===== config.mk =====
export PLATFORM = sky130hd
export DESIGN_NAME = bsb_top
export DESIGN_NICKNAME = d
export VERILOG_FILES = /design/src/bsb_pkg.sv /design/src/bsb_coil.sv /design/src/bsb_top.sv
export SDC_FILE = /design/constraint.sdc
export NUM_CORES = 1
export LEC_CHECK = 0
export BUFFER_PORTS_ARGS = -buffer_cell sky130_fd_sc_hd__buf_4
export CAP_MARGIN = 15
export CORE_MARGIN = 2
export CORE_UTILIZATION = 40
export DETAILED_ROUTE_END_ITERATION = 6
export GPL_ROUTABILITY_DRIVEN = 0
export PLACE_DENSITY_LB_ADDON = 0.3
export SLEW_MARGIN = 20
export SYNTH_ARGS = -nofsm -noshare
export SYNTH_HDL_FRONTEND = slang
export SYNTH_SLANG_ARGS = --single-unit

===== constraint.sdc =====
create_clock -name clk_sys -period 4.8 [get_ports clk_sys]
set_input_delay 0 -clock clk_sys [delete_from_list [all_inputs] [get_ports clk_sys]]
set_output_delay 0 -clock clk_sys [all_outputs]
set_load 0.05 [all_outputs]

===== src/bsb_pkg.sv =====
// Shared constants and carrier types of the bipolar stepper bridge control.
// Assumes one 25 MHz system clock and a 32-bit Avalon-MM register port.
package bsb_pkg;

	// ------------------------------------------------------------
	// Sizes and clock
	// ------------------------------------------------------------
	localparam int COILS      = 2;
	localparam int CLK_HZ     = 25000000;
	localparam int DATA_W     = 32;
	localparam int ADDR_W     = 5;
	localparam int EVT_W      = 4;

	// ------------------------------------------------------------
	// Register byte offsets
	// ------------------------------------------------------------
	localparam logic [ADDR_W-1:0] REG_CTRL     = 5'h00;
	localparam logic [ADDR_W-1:0] REG_STATUS   = 5'h04;
	localparam logic [ADDR_W-1:0] REG_IRQ_STAT = 5'h08;
	localparam logic [ADDR_W-1:0] REG_IRQ_CLR  = 5'h0C;
	localparam logic [ADDR_W-1:0] REG_IRQ_EN   = 5'h10;

	// Control register fields and reset values
	localparam int CTRL_DRIVE_EN = 0;
	localparam logic CTRL_DRIVE_EN_RESET = 1'h1;
	localparam logic [EVT_W-1:0] IRQ_EN_RESET = 4'h0;

	// Status register fields
	localparam int ST_STANDBY   = 0;
	localparam int ST_POR_OK    = 1;
	localparam int ST_THERMAL   = 2;
	localparam int ST_OC_BASE   = 3;
	localparam int ST_CHOP_BASE = 5;

	// Event bits, shared by status, clear and enable registers
	localparam int EVT_THERMAL = 0;
	localparam int EVT_OC_BASE = 1;
	localparam int EVT_WAKE    = 3;

	// ------------------------------------------------------------
	// Synchroniser bit positions of the pin inputs
	// ------------------------------------------------------------
	localparam int PIN_SEL_BASE  = 0;
	localparam int PIN_DIR_BASE  = 4;
	localparam int PIN_SENSE_BASE = 6;
	localparam int PIN_OC_BASE   = 8;
	localparam int PIN_STBY_N    = 10;
	localparam int PIN_THERMAL   = 11;
	localparam int PIN_VM_OK     = 12;
	localparam int PIN_VCC_OK    = 13;
	localparam int PIN_OSC       = 14;
	localparam int PIN_W         = 15;

	// ------------------------------------------------------------
	// Current targets in percent, signed
	// ------------------------------------------------------------
	localparam logic signed [7:0] PCT_FULL = 8'sh64;
	localparam logic signed [7:0] PCT_MID  = 8'sh47;
	localparam logic signed [7:0] PCT_LOW  = 8'sh26;
	localparam logic signed [7:0] PCT_OFF  = 8'sh00;

	typedef enum logic [1:0] {
		LVL_OFF,
		LVL_LOW,
		LVL_MID,
		LVL_FULL
	} bsb_level_type;

	// Bridge drive of one coil
	typedef struct packed {
		logic enable;
		logic posHigh;
		logic negHigh;
	} bsb_drive_type;

endpackage


===== src/bsb_coil.sv =====
// One coil: level decode, polarity and constant-current chopper gate.
// Assumes its inputs are already synchronous to clk_sys.
`timescale 1ns/1ns
module bsb_coil (
	input  wire logic               clk_sys,
	input  wire logic               rstn,
	input  wire logic [1:0]         levelSel,
	input  wire logic               dir,
	input  wire logic               run,
	input  wire logic               periodStart,
	input  wire logic               senseReached,
	output bsb_pkg::bsb_drive_type  drive,
	output logic signed [7:0]       targetPct,
	output logic                    chopOn
);
	import bsb_pkg::*;

	typedef struct packed {
		logic              chopOn;
		bsb_drive_type     drive;
		logic signed [7:0] targetPct;
	} bsb_coil_state_type;

	bsb_coil_state_type st;
	bsb_coil_state_type next_st;
	bsb_level_type      level;
	logic signed [7:0]  magnitude;

	// ------------------------------------------------------------
	// Level decode
	// ------------------------------------------------------------
	always_comb begin
		case (levelSel)
			2'h3: level = LVL_FULL;
			2'h2: level = LVL_MID;
			2'h1: level = LVL_LOW;
			default: level = LVL_OFF;
		endcase
		case (level)
			LVL_FULL: magnitude = PCT_FULL;
			LVL_MID: magnitude = PCT_MID;
			LVL_LOW: magnitude = PCT_LOW;
			default: magnitude = PCT_OFF;
		endcase
	end

	// ------------------------------------------------------------
	// Chopper and bridge
	// ------------------------------------------------------------
	always_comb begin
		next_st = st;
		if (!run || level == LVL_OFF) begin
			next_st.chopOn = 1'h0;
		end else if (periodStart) begin
			next_st.chopOn = 1'h1;
		end else if (senseReached) begin
			next_st.chopOn = 1'h0;
		end
		next_st.drive.enable  = next_st.chopOn;
		next_st.drive.posHigh = next_st.chopOn & dir;
		next_st.drive.negHigh = next_st.chopOn & ~dir;
		if (!run || level == LVL_OFF) begin
			next_st.targetPct = PCT_OFF;
		end else if (dir) begin
			next_st.targetPct = magnitude;
		end else begin
			next_st.targetPct = -magnitude;
		end
	end

	always_ff @(posedge clk_sys or negedge rstn) begin
		if (!rstn) begin
			st <= '0;
		end else begin
			st <= next_st;
		end
	end

	assign drive     = st.drive;
	assign targetPct = st.targetPct;
	assign chopOn    = st.chopOn;

endmodule


===== src/bsb_top.sv =====
// Control logic of a two-coil bipolar stepper bridge driver.
// Assumes pin inputs are asynchronous to clk_sys and the register
// port is an Avalon-MM slave on clk_sys.
`timescale 1ns/1ns
module bsb_top (
	input  wire logic                       clk_sys,
	input  wire logic                       rstn,
	// Step controller pins
	input  wire logic                       level_sel_coil1_bit1,
	input  wire logic                       level_sel_coil1_bit2,
	input  wire logic                       level_sel_coil2_bit1,
	input  wire logic                       level_sel_coil2_bit2,
	input  wire logic                       dirCoil1,
	input  wire logic                       dirCoil2,
	input  wire logic                       standbyN,
	// Oscillator, protection and sense inputs
	input  wire logic                       chop_osc_pin,
	input  wire logic                       thermal_trip,
	input  wire logic [bsb_pkg::COILS-1:0]  overcurrent_trip,
	input  wire logic [bsb_pkg::COILS-1:0]  senseReached,
	input  wire logic                       motor_supply_monitor,
	input  wire logic                       logic_supply_monitor,
	// Bridge drive and current targets
	output bsb_pkg::bsb_drive_type          coilDrive1,
	output bsb_pkg::bsb_drive_type          coilDrive2,
	output logic signed [7:0]               targetPct1,
	output logic signed [7:0]               targetPct2,
	// Avalon-MM slave
	input  wire logic [bsb_pkg::ADDR_W-1:0] avs_address,
	input  wire logic                       avs_read,
	input  wire logic                       avs_write,
	input  wire logic [bsb_pkg::DATA_W-1:0] avs_writedata,
	output logic [bsb_pkg::DATA_W-1:0]      avs_readdata,
	output logic                            avs_waitrequest,
	// Interrupt
	output logic                            irq
);
	import bsb_pkg::*;

	typedef struct packed {
		logic [PIN_W-1:0]  sync1;
		logic [PIN_W-1:0]  sync2;
		logic              oscPrev;
		logic              standbyPrev;
		logic              thermalLatch;
		logic [COILS-1:0]  ocLatch;
		logic              driveEn;
		logic [EVT_W-1:0]  irqStat;
		logic [EVT_W-1:0]  irqEn;
		logic              ack;
		logic [DATA_W-1:0] readData;
	} bsb_state_type;

	bsb_state_type       st;
	bsb_state_type       next_st;
	logic [PIN_W-1:0]    pins;
	logic                standbyActive;
	logic                porOk;
	logic                running;
	logic                periodStart;
	logic [COILS-1:0]    coilRun;
	logic [COILS-1:0]    chopOn;
	logic [EVT_W-1:0]    events;
	logic [EVT_W-1:0]    clrMask;
	logic                request;
	logic                accept;
	logic [DATA_W-1:0]   statusWord;
	logic [DATA_W-1:0]   readMux;
	bsb_drive_type       drive [COILS];
	logic signed [7:0]   target [COILS];

	// ------------------------------------------------------------
	// Pin gathering
	// ------------------------------------------------------------
	always_comb begin
		pins = '0;
		pins[PIN_SEL_BASE]     = level_sel_coil1_bit2;
		pins[PIN_SEL_BASE + 1] = level_sel_coil1_bit1;
		pins[PIN_SEL_BASE + 2] = level_sel_coil2_bit2;
		pins[PIN_SEL_BASE + 3] = level_sel_coil2_bit1;
		pins[PIN_DIR_BASE]     = dirCoil1;
		pins[PIN_DIR_BASE + 1] = dirCoil2;
		pins[PIN_SENSE_BASE +: COILS] = senseReached;
		pins[PIN_OC_BASE +: COILS]    = overcurrent_trip;
		pins[PIN_STBY_N]  = standbyN;
		pins[PIN_THERMAL] = thermal_trip;
		pins[PIN_VM_OK]   = motor_supply_monitor;
		pins[PIN_VCC_OK]  = logic_supply_monitor;
		pins[PIN_OSC]     = chop_osc_pin;
	end

	// ------------------------------------------------------------
	// Operating state
	// ------------------------------------------------------------
	// Everything below reads only the second synchroniser stage
	assign standbyActive = ~st.sync2[PIN_STBY_N];
	assign porOk = st.sync2[PIN_VM_OK] & st.sync2[PIN_VCC_OK];
	assign running = ~standbyActive & porOk & st.driveEn;

	// Oscillator is held stopped in standby
	assign periodStart = st.sync2[PIN_OSC] & ~st.oscPrev
		& ~standbyActive;

	genvar c;
	generate
		for (c = 0; c < COILS; c++) begin : gCoil
			assign coilRun[c] = running & ~st.thermalLatch
				& ~st.ocLatch[c];

			bsb_coil uCoil (
				.clk_sys      (clk_sys),
				.rstn         (rstn),
				.levelSel     (st.sync2[PIN_SEL_BASE + 2*c +: 2]),
				.dir          (st.sync2[PIN_DIR_BASE + c]),
				.run          (coilRun[c]),
				.periodStart  (periodStart),
				.senseReached (st.sync2[PIN_SENSE_BASE + c]),
				.drive        (drive[c]),
				.targetPct    (target[c]),
				.chopOn       (chopOn[c])
			);
		end
	endgenerate

	assign coilDrive1 = drive[0];
	assign coilDrive2 = drive[1];
	assign targetPct1 = target[0];
	assign targetPct2 = target[1];

	// ------------------------------------------------------------
	// Protection and wake events
	// ------------------------------------------------------------
	always_comb begin
		events = '0;
		events[EVT_THERMAL] = st.sync2[PIN_THERMAL] & ~st.thermalLatch;
		events[EVT_OC_BASE +: COILS] = st.sync2[PIN_OC_BASE +: COILS]
			& ~st.ocLatch;
		events[EVT_WAKE] = st.standbyPrev & ~standbyActive;
	end

	// ------------------------------------------------------------
	// Avalon-MM slave
	// ------------------------------------------------------------
	// One wait state: the answer is ready one cycle after the request
	assign request = avs_read | avs_write;
	assign accept = request & st.ack;
	assign avs_waitrequest = request & ~st.ack;

	always_comb begin
		statusWord = '0;
		statusWord[ST_STANDBY] = standbyActive;
		statusWord[ST_POR_OK]  = porOk;
		statusWord[ST_THERMAL] = st.thermalLatch;
		statusWord[ST_OC_BASE +: COILS]   = st.ocLatch;
		statusWord[ST_CHOP_BASE +: COILS] = chopOn;
	end

	always_comb begin
		readMux = '0;
		case (avs_address)
			REG_CTRL: readMux[CTRL_DRIVE_EN] = st.driveEn;
			REG_STATUS: readMux = statusWord;
			REG_IRQ_STAT: readMux[EVT_W-1:0] = st.irqStat;
			REG_IRQ_EN: readMux[EVT_W-1:0] = st.irqEn;
			default: readMux = '0;
		endcase
	end

	always_comb begin
		clrMask = '0;
		if (accept && avs_write && avs_address == REG_IRQ_CLR) begin
			clrMask = avs_writedata[EVT_W-1:0];
		end
	end

	// ------------------------------------------------------------
	// Next state
	// ------------------------------------------------------------
	always_comb begin
		next_st = st;
		next_st.sync1 = pins;
		next_st.sync2 = st.sync1;
		next_st.oscPrev = st.sync2[PIN_OSC];
		next_st.standbyPrev = standbyActive;

		// Trips win over the standby clear; standby low clears latches
		next_st.thermalLatch = st.sync2[PIN_THERMAL]
			| (st.thermalLatch & ~standbyActive);
		next_st.ocLatch = st.sync2[PIN_OC_BASE +: COILS]
			| (st.ocLatch & {COILS{~standbyActive}});

		// Sticky events, set wins over clear
		next_st.irqStat = (st.irqStat & ~clrMask) | events;

		next_st.ack = request & ~st.ack;
		if (request && !st.ack) begin
			next_st.readData = avs_read ? readMux : '0;
		end

		if (accept && avs_write) begin
			case (avs_address)
				REG_CTRL: next_st.driveEn = avs_writedata[CTRL_DRIVE_EN];
				REG_IRQ_EN: next_st.irqEn = avs_writedata[EVT_W-1:0];
				default: next_st.driveEn = st.driveEn;
			endcase
		end
	end

	// ------------------------------------------------------------
	// State register
	// ------------------------------------------------------------
	always_ff @(posedge clk_sys or negedge rstn) begin
		if (!rstn) begin
			st <= '0;
			st.driveEn <= CTRL_DRIVE_EN_RESET;
			st.irqEn <= IRQ_EN_RESET;
		end else begin
			st <= next_st;
		end
	end

	assign avs_readdata = st.readData;
	assign irq = |(st.irqStat & st.irqEn);

endmodule


After elaboration in Yosys (flattened, before gate mapping). Index checks and enable logic that the tools add are counted.

Register bits: 99. Input bits: 56. Output and inout port bits: 56. Word-level logic and storage cells: 105.

Add/sub/neg operators: 2. Equality and inequality tests: 16. Multiplexer cells: 19. Bitwise logic cells: 35. Reduce and logical (&&, ||, !) cells: 14.

Operator list (count): $pmux W7 S3 (2); $mux W32 (1); $mux W8 (4); $and A1 B1 Y1 (17); $eq A2 B2 Y1 const B (8); $neg A7 Y8 (2); $pmux W2 S3 (2); $eq A5 B4 Y1 const B (2); $pmux W3 S3 (1); $and A4 B4 Y4 (2); $eq A2 B1 Y1 const B (4); $not A1 Y1 (8); $mux W1 (6); $eq A5 B3 Y1 const B (1); $eq A5 B5 Y1 const B (1); $logic_not A5 Y1 (1); $and A2 B2 Y2 (2); $logic_not A2 Y1 (2); $mux W4 (1); $not A4 Y4 (1); $or A4 B4 Y4 (1); $pmux W1 S4 (1); $reduce_and A2 Y1 (2); $reduce_or A4 Y1 (1); 7 further kinds (13).

Logic depth before layout (Yosys ltp).
Depth after elaboration: 9. Mapped depth: 6. Gate-level depth less buffers: 5.

By module. From an unflattened synthesis, not the netlist that was laid out.

Cell total of the unflattened synthesis: 242. Area total of the unflattened synthesis: 3069.2 um^2.

By module, submodules not included: bsb_top (times used 1, cells each 156, area an instance 2105.8 um^2, sequential area each 1302.5 um^2); bsb_coil (times used 2, cells each 43, area an instance 481.7 um^2, sequential area each 225.2 um^2).

Least setup slack after synthesis. OpenSTA, ideal clock, no wires.

Path type: register to register. Start: reg st[47] (netlist name). End: reg gCoil[0].uCoil.st (netlist bit gCoil[0].uCoil.drive[0]). Setup time: 72 ps. Data arrival time: 1546 ps. Data required time: 4728 ps. Setup slack: 3181 ps. Stages on the path, launching flop included: 7. Buffers on the path: 1. Period minus slack after synthesis: 1619 ps. Path through: dfrtp_1 -> inv_1 -> ha_1 -> or4_1 -> buf_2 -> o21bai_1 -> nor2_1.

RTL lines: start: declaration (RTL line bsb_top.sv:54) `bsb_state_type st;`; start signal: assignment (RTL line bsb_top.sv:218) `st <= next_st;`; end signal: assignment (RTL line bsb_coil.sv:75) `st <= next_st;`; end: declaration (RTL line bsb_coil.sv:24) `bsb_coil_state_type st;`.

==> flow_metrics.env <==
export IMPL_ys_async_sr_fraction_pct=100
export IMPL_die_area_mm2=0.00794
export IMPL_synth_edff_count=0
export IMPL_cts_setup_buffers=0
export IMPL_antenna_left=0
export IMPL_ios=112
export IMPL_critPathKind="flop to flop"
export IMPL_clock_path_buffers=2
export IMPL_powerDensity_mw_per_mm2=367
export IMPL_worstSkewPairLatency_ns=0.34
export IMPL_clk_pin_slew_ns=0.08
export IMPL_ir_worst_vdd_uv=185
export IMPL_worstSetupEndpointType="flop"
export IMPL_syn_area_per_cell_um2=12.6
export IMPL_cap_viol_max_count=0
export IMPL_worst_pin_slew_ns=0.851
export IMPL_ys_seq_area_share_pct=60.5
export IMPL_cts_sinks=70
export IMPL_syn_area_mm2=0.00290
export IMPL_grt_pass1_wl_mm=7.84
export IMPL_port_buffers=58
export IMPL_final_cells=406
export IMPL_regArea_mm2=0.00175
export IMPL_outcome="completed"
export IMPL_fin_crit_sh_pct=38.5
export IMPL_multi_input_area_um2=870
export IMPL_die_w_um=89.1
export IMPL_vias=1734
export IMPL_yosys_warnings=0
export IMPL_antenna_found_initial=0
export IMPL_tritoncts="done"
export IMPL_track_usage_pct=13.4
export IMPL_slew_headroom_pct=43.2
export IMPL_n_fill_cell=661
export IMPL_final_area_mm2=0.00370
export IMPL_dp_hpwl_mm=3.34
export IMPL_maxClockFrequency_mhz=541
export IMPL_synth_cell_type_count=34
export IMPL_ys_ff_latch=70
export IMPL_wl_mm=4.98
export IMPL_cts_buffers=9
export IMPL_wl_per_cell_um=12.3
export IMPL_p_leak_uw=0.00189
export IMPL_utilization_pct=51.9
export IMPL_antenna_cells=0
export IMPL_synthCells=230
export IMPL_worstPathRequired_ns=5.07
export IMPL_clockRootBuffer="clkbuf_8"
export IMPL_fp_coreArea_mm2=0.00714
export IMPL_start_util_pct=40.6
export IMPL_grt_overflow=0
export IMPL_rows=31
export IMPL_finClkSkew_ns=0.00901
export IMPL_start_kind="flop"
export IMPL_die_h_um=89.1
export IMPL_rsz0062_at_grt="false"
export IMPL_grt_max_degree=71
export IMPL_drcViolationCount=0
export IMPL_fin_tns_setup_ns=0
export IMPL_maxSlewViolCount=0
export IMPL_synth_flop_cell="dfrtp_1"
export IMPL_via_per_inst=4.27
export IMPL_place_area_mm2=0.00324
export IMPL_hp_class="input pin to flop"
export IMPL_drive_above_1_share_pct=28.0
export IMPL_nets=371
export IMPL_crit_fanout=7
export IMPL_setup_viol_count_final=0
export IMPL_crit_arrival_ns=2.12
export IMPL_hold_viol_final=0
export IMPL_drt_pass1_iter_count=4
export IMPL_grt_pass1_vias=1661
export IMPL_finalPower_uw=1360
export IMPL_syn_to_final_growth_pct=27.8
export IMPL_drtIter0Drc=85
export IMPL_htreeDepth=3
export IMPL_min_period_ns=1.85
export IMPL_placed_cells=368
==> synth_stat cells (all sizes together) (2+ instances only) <==
cell type	n	share of area, %
o2bb2ai	3	0.91
mux2	6	2.3
o21bai	4	1.0
mux2i	3	1.0
buf	43	11
a22oi	5	1.3
nor4	2	0.95
nand2	7	0.91
nor3b	2	0.69
a22o	11	3.3
nor2b	4	0.86
or4	2	0.52
inv	15	1.9
a211oi	3	0.78
nor2	22	2.9
dfrtp	69	60
a21o	3	0.78
ha	13	5.6
nand4	2	0.43
==> per-stage QoR <==
step           hold slack [ns]  worst slack, ns
3_5_place_dp             0.110             2.92
6_report                0.0560             2.95
2_1_floorplan           -0.296             3.18
3_3_place_gp             0.109             2.97
5_1_grt                 0.0519             2.79
4_1_cts                 0.0343             2.90
==> layout make-up <==
class	instances	area share (%)
Clock buffer	9	3.35
Clock inverter	7	3.24
Inverter	15	1.52
Multi-Input combinational cell	126	23.5
Sequential cell	70	47.3
Tap cell	99	3.35
Timing Repair Buffer	80	17.7
==> state kept, by name, indices dropped and copies added, names as in the netlist <==
| register | count |
|---|---|
| gCoil.uCoil.chopOn | 2 |
| st | 29 |
| avs_readdata | 7 |
| gCoil.uCoil.drive | 4 |
| gCoil.uCoil.targetPct | 12 |
| next_st | 16 |
==> worst max-delay path, stage by stage, from the launching register on <==
cell and delay, ns:
dfrtp_1 0.43, inv_1 0.11, ha_1 0.21, or4_1 0.66, o21bai_1 0.26, nor2_1 0.11
==> cell families (layout without fill, tap and decap cells) <==
group                    after synthesis  after routing  share of synthesized area [%]
buffers and inverters                 58            111                           12.6
AND/OR/NAND/NOR                       46             46                           8.55
AO/OA/AOI/OAI                         32             32                           8.90
multiplexers                           9              9                           3.37
adder cells (fa/ha/maj)               14             14                           5.96
flip-flops                            70             70                           60.5
other                                  1             25                          0.129
==> cell usage in the layout (no fill, tap or decap), types with 2 or more instances in the layout <==
cell type / synthesis / final
a211oi_1: 3 / 3
a21o_1: 3 / 3
a22o_1: 11 / 11
a22oi_1: 5 / 5
buf_4: 38 / 58
bufinv_16: 0 / 3
clkbuf_8: 0 / 9
conb_1: 1 / 25
dfrtp_1: 69 / 69
dlygate4sd3_1: 0 / 22
ha_1: 13 / 13
inv_1: 15 / 15
inv_6: 0 / 2
mux2_2: 6 / 6
mux2i_1: 3 / 3
nand2_1: 7 / 7
nand4_1: 2 / 2
nor2_1: 22 / 22
nor2b_1: 4 / 4
o21bai_1: 4 / 4
o2bb2ai_1: 3 / 3
or4_1: 2 / 2
==> power breakdown <==
group / switching [uW] / leakage, uW / internal (uW) / total, uW
Clock: 227 / 0.000120 / 348 / 575
Combinational: 100 / 0.000904 / 51.1 / 151
Sequential: 17.8 / 0.000866 / 613 / 631
==> final timing paths <==
kind                              from                 endpoint  slack, ns  cells after the start
hold reg to reg            next_st[49]                   st[49]       0.34                      0
setup / recovery                st[47]  gCoil[0].uCoil.drive[1]       2.95                      5
setup reg to reg                st[47]  gCoil[0].uCoil.drive[1]       2.95                      5
max in group asynchronous         rstn              next_st[50]       3.92                      2
min in group asynchronous         rstn  gCoil[0].uCoil.drive[1]       0.32                      2
hold / removal               avs_write                   st[41]       0.06                      3
==> metal layers <==
layer | vias up | track usage, % | share of wire [%]
li1 | 848 | - | -
met1 | 820 | 16.4 | 42
met2 | 55 | 21.6 | 51
met3 | 11 | 4.43 | 4.9
met4 | 0 | 6.11 | 2.1
met5 | - | 0 | 0
==> timing repair <==
item / in CTS / in global routing
endpoints found under the setup margin: 0 / 0
hold endpoints to repair: 94 / 0
gates resized for setup: 0 / 0
hold buffers: 22 / 0
Note: power is estimated with default switching activity, not from simulation.
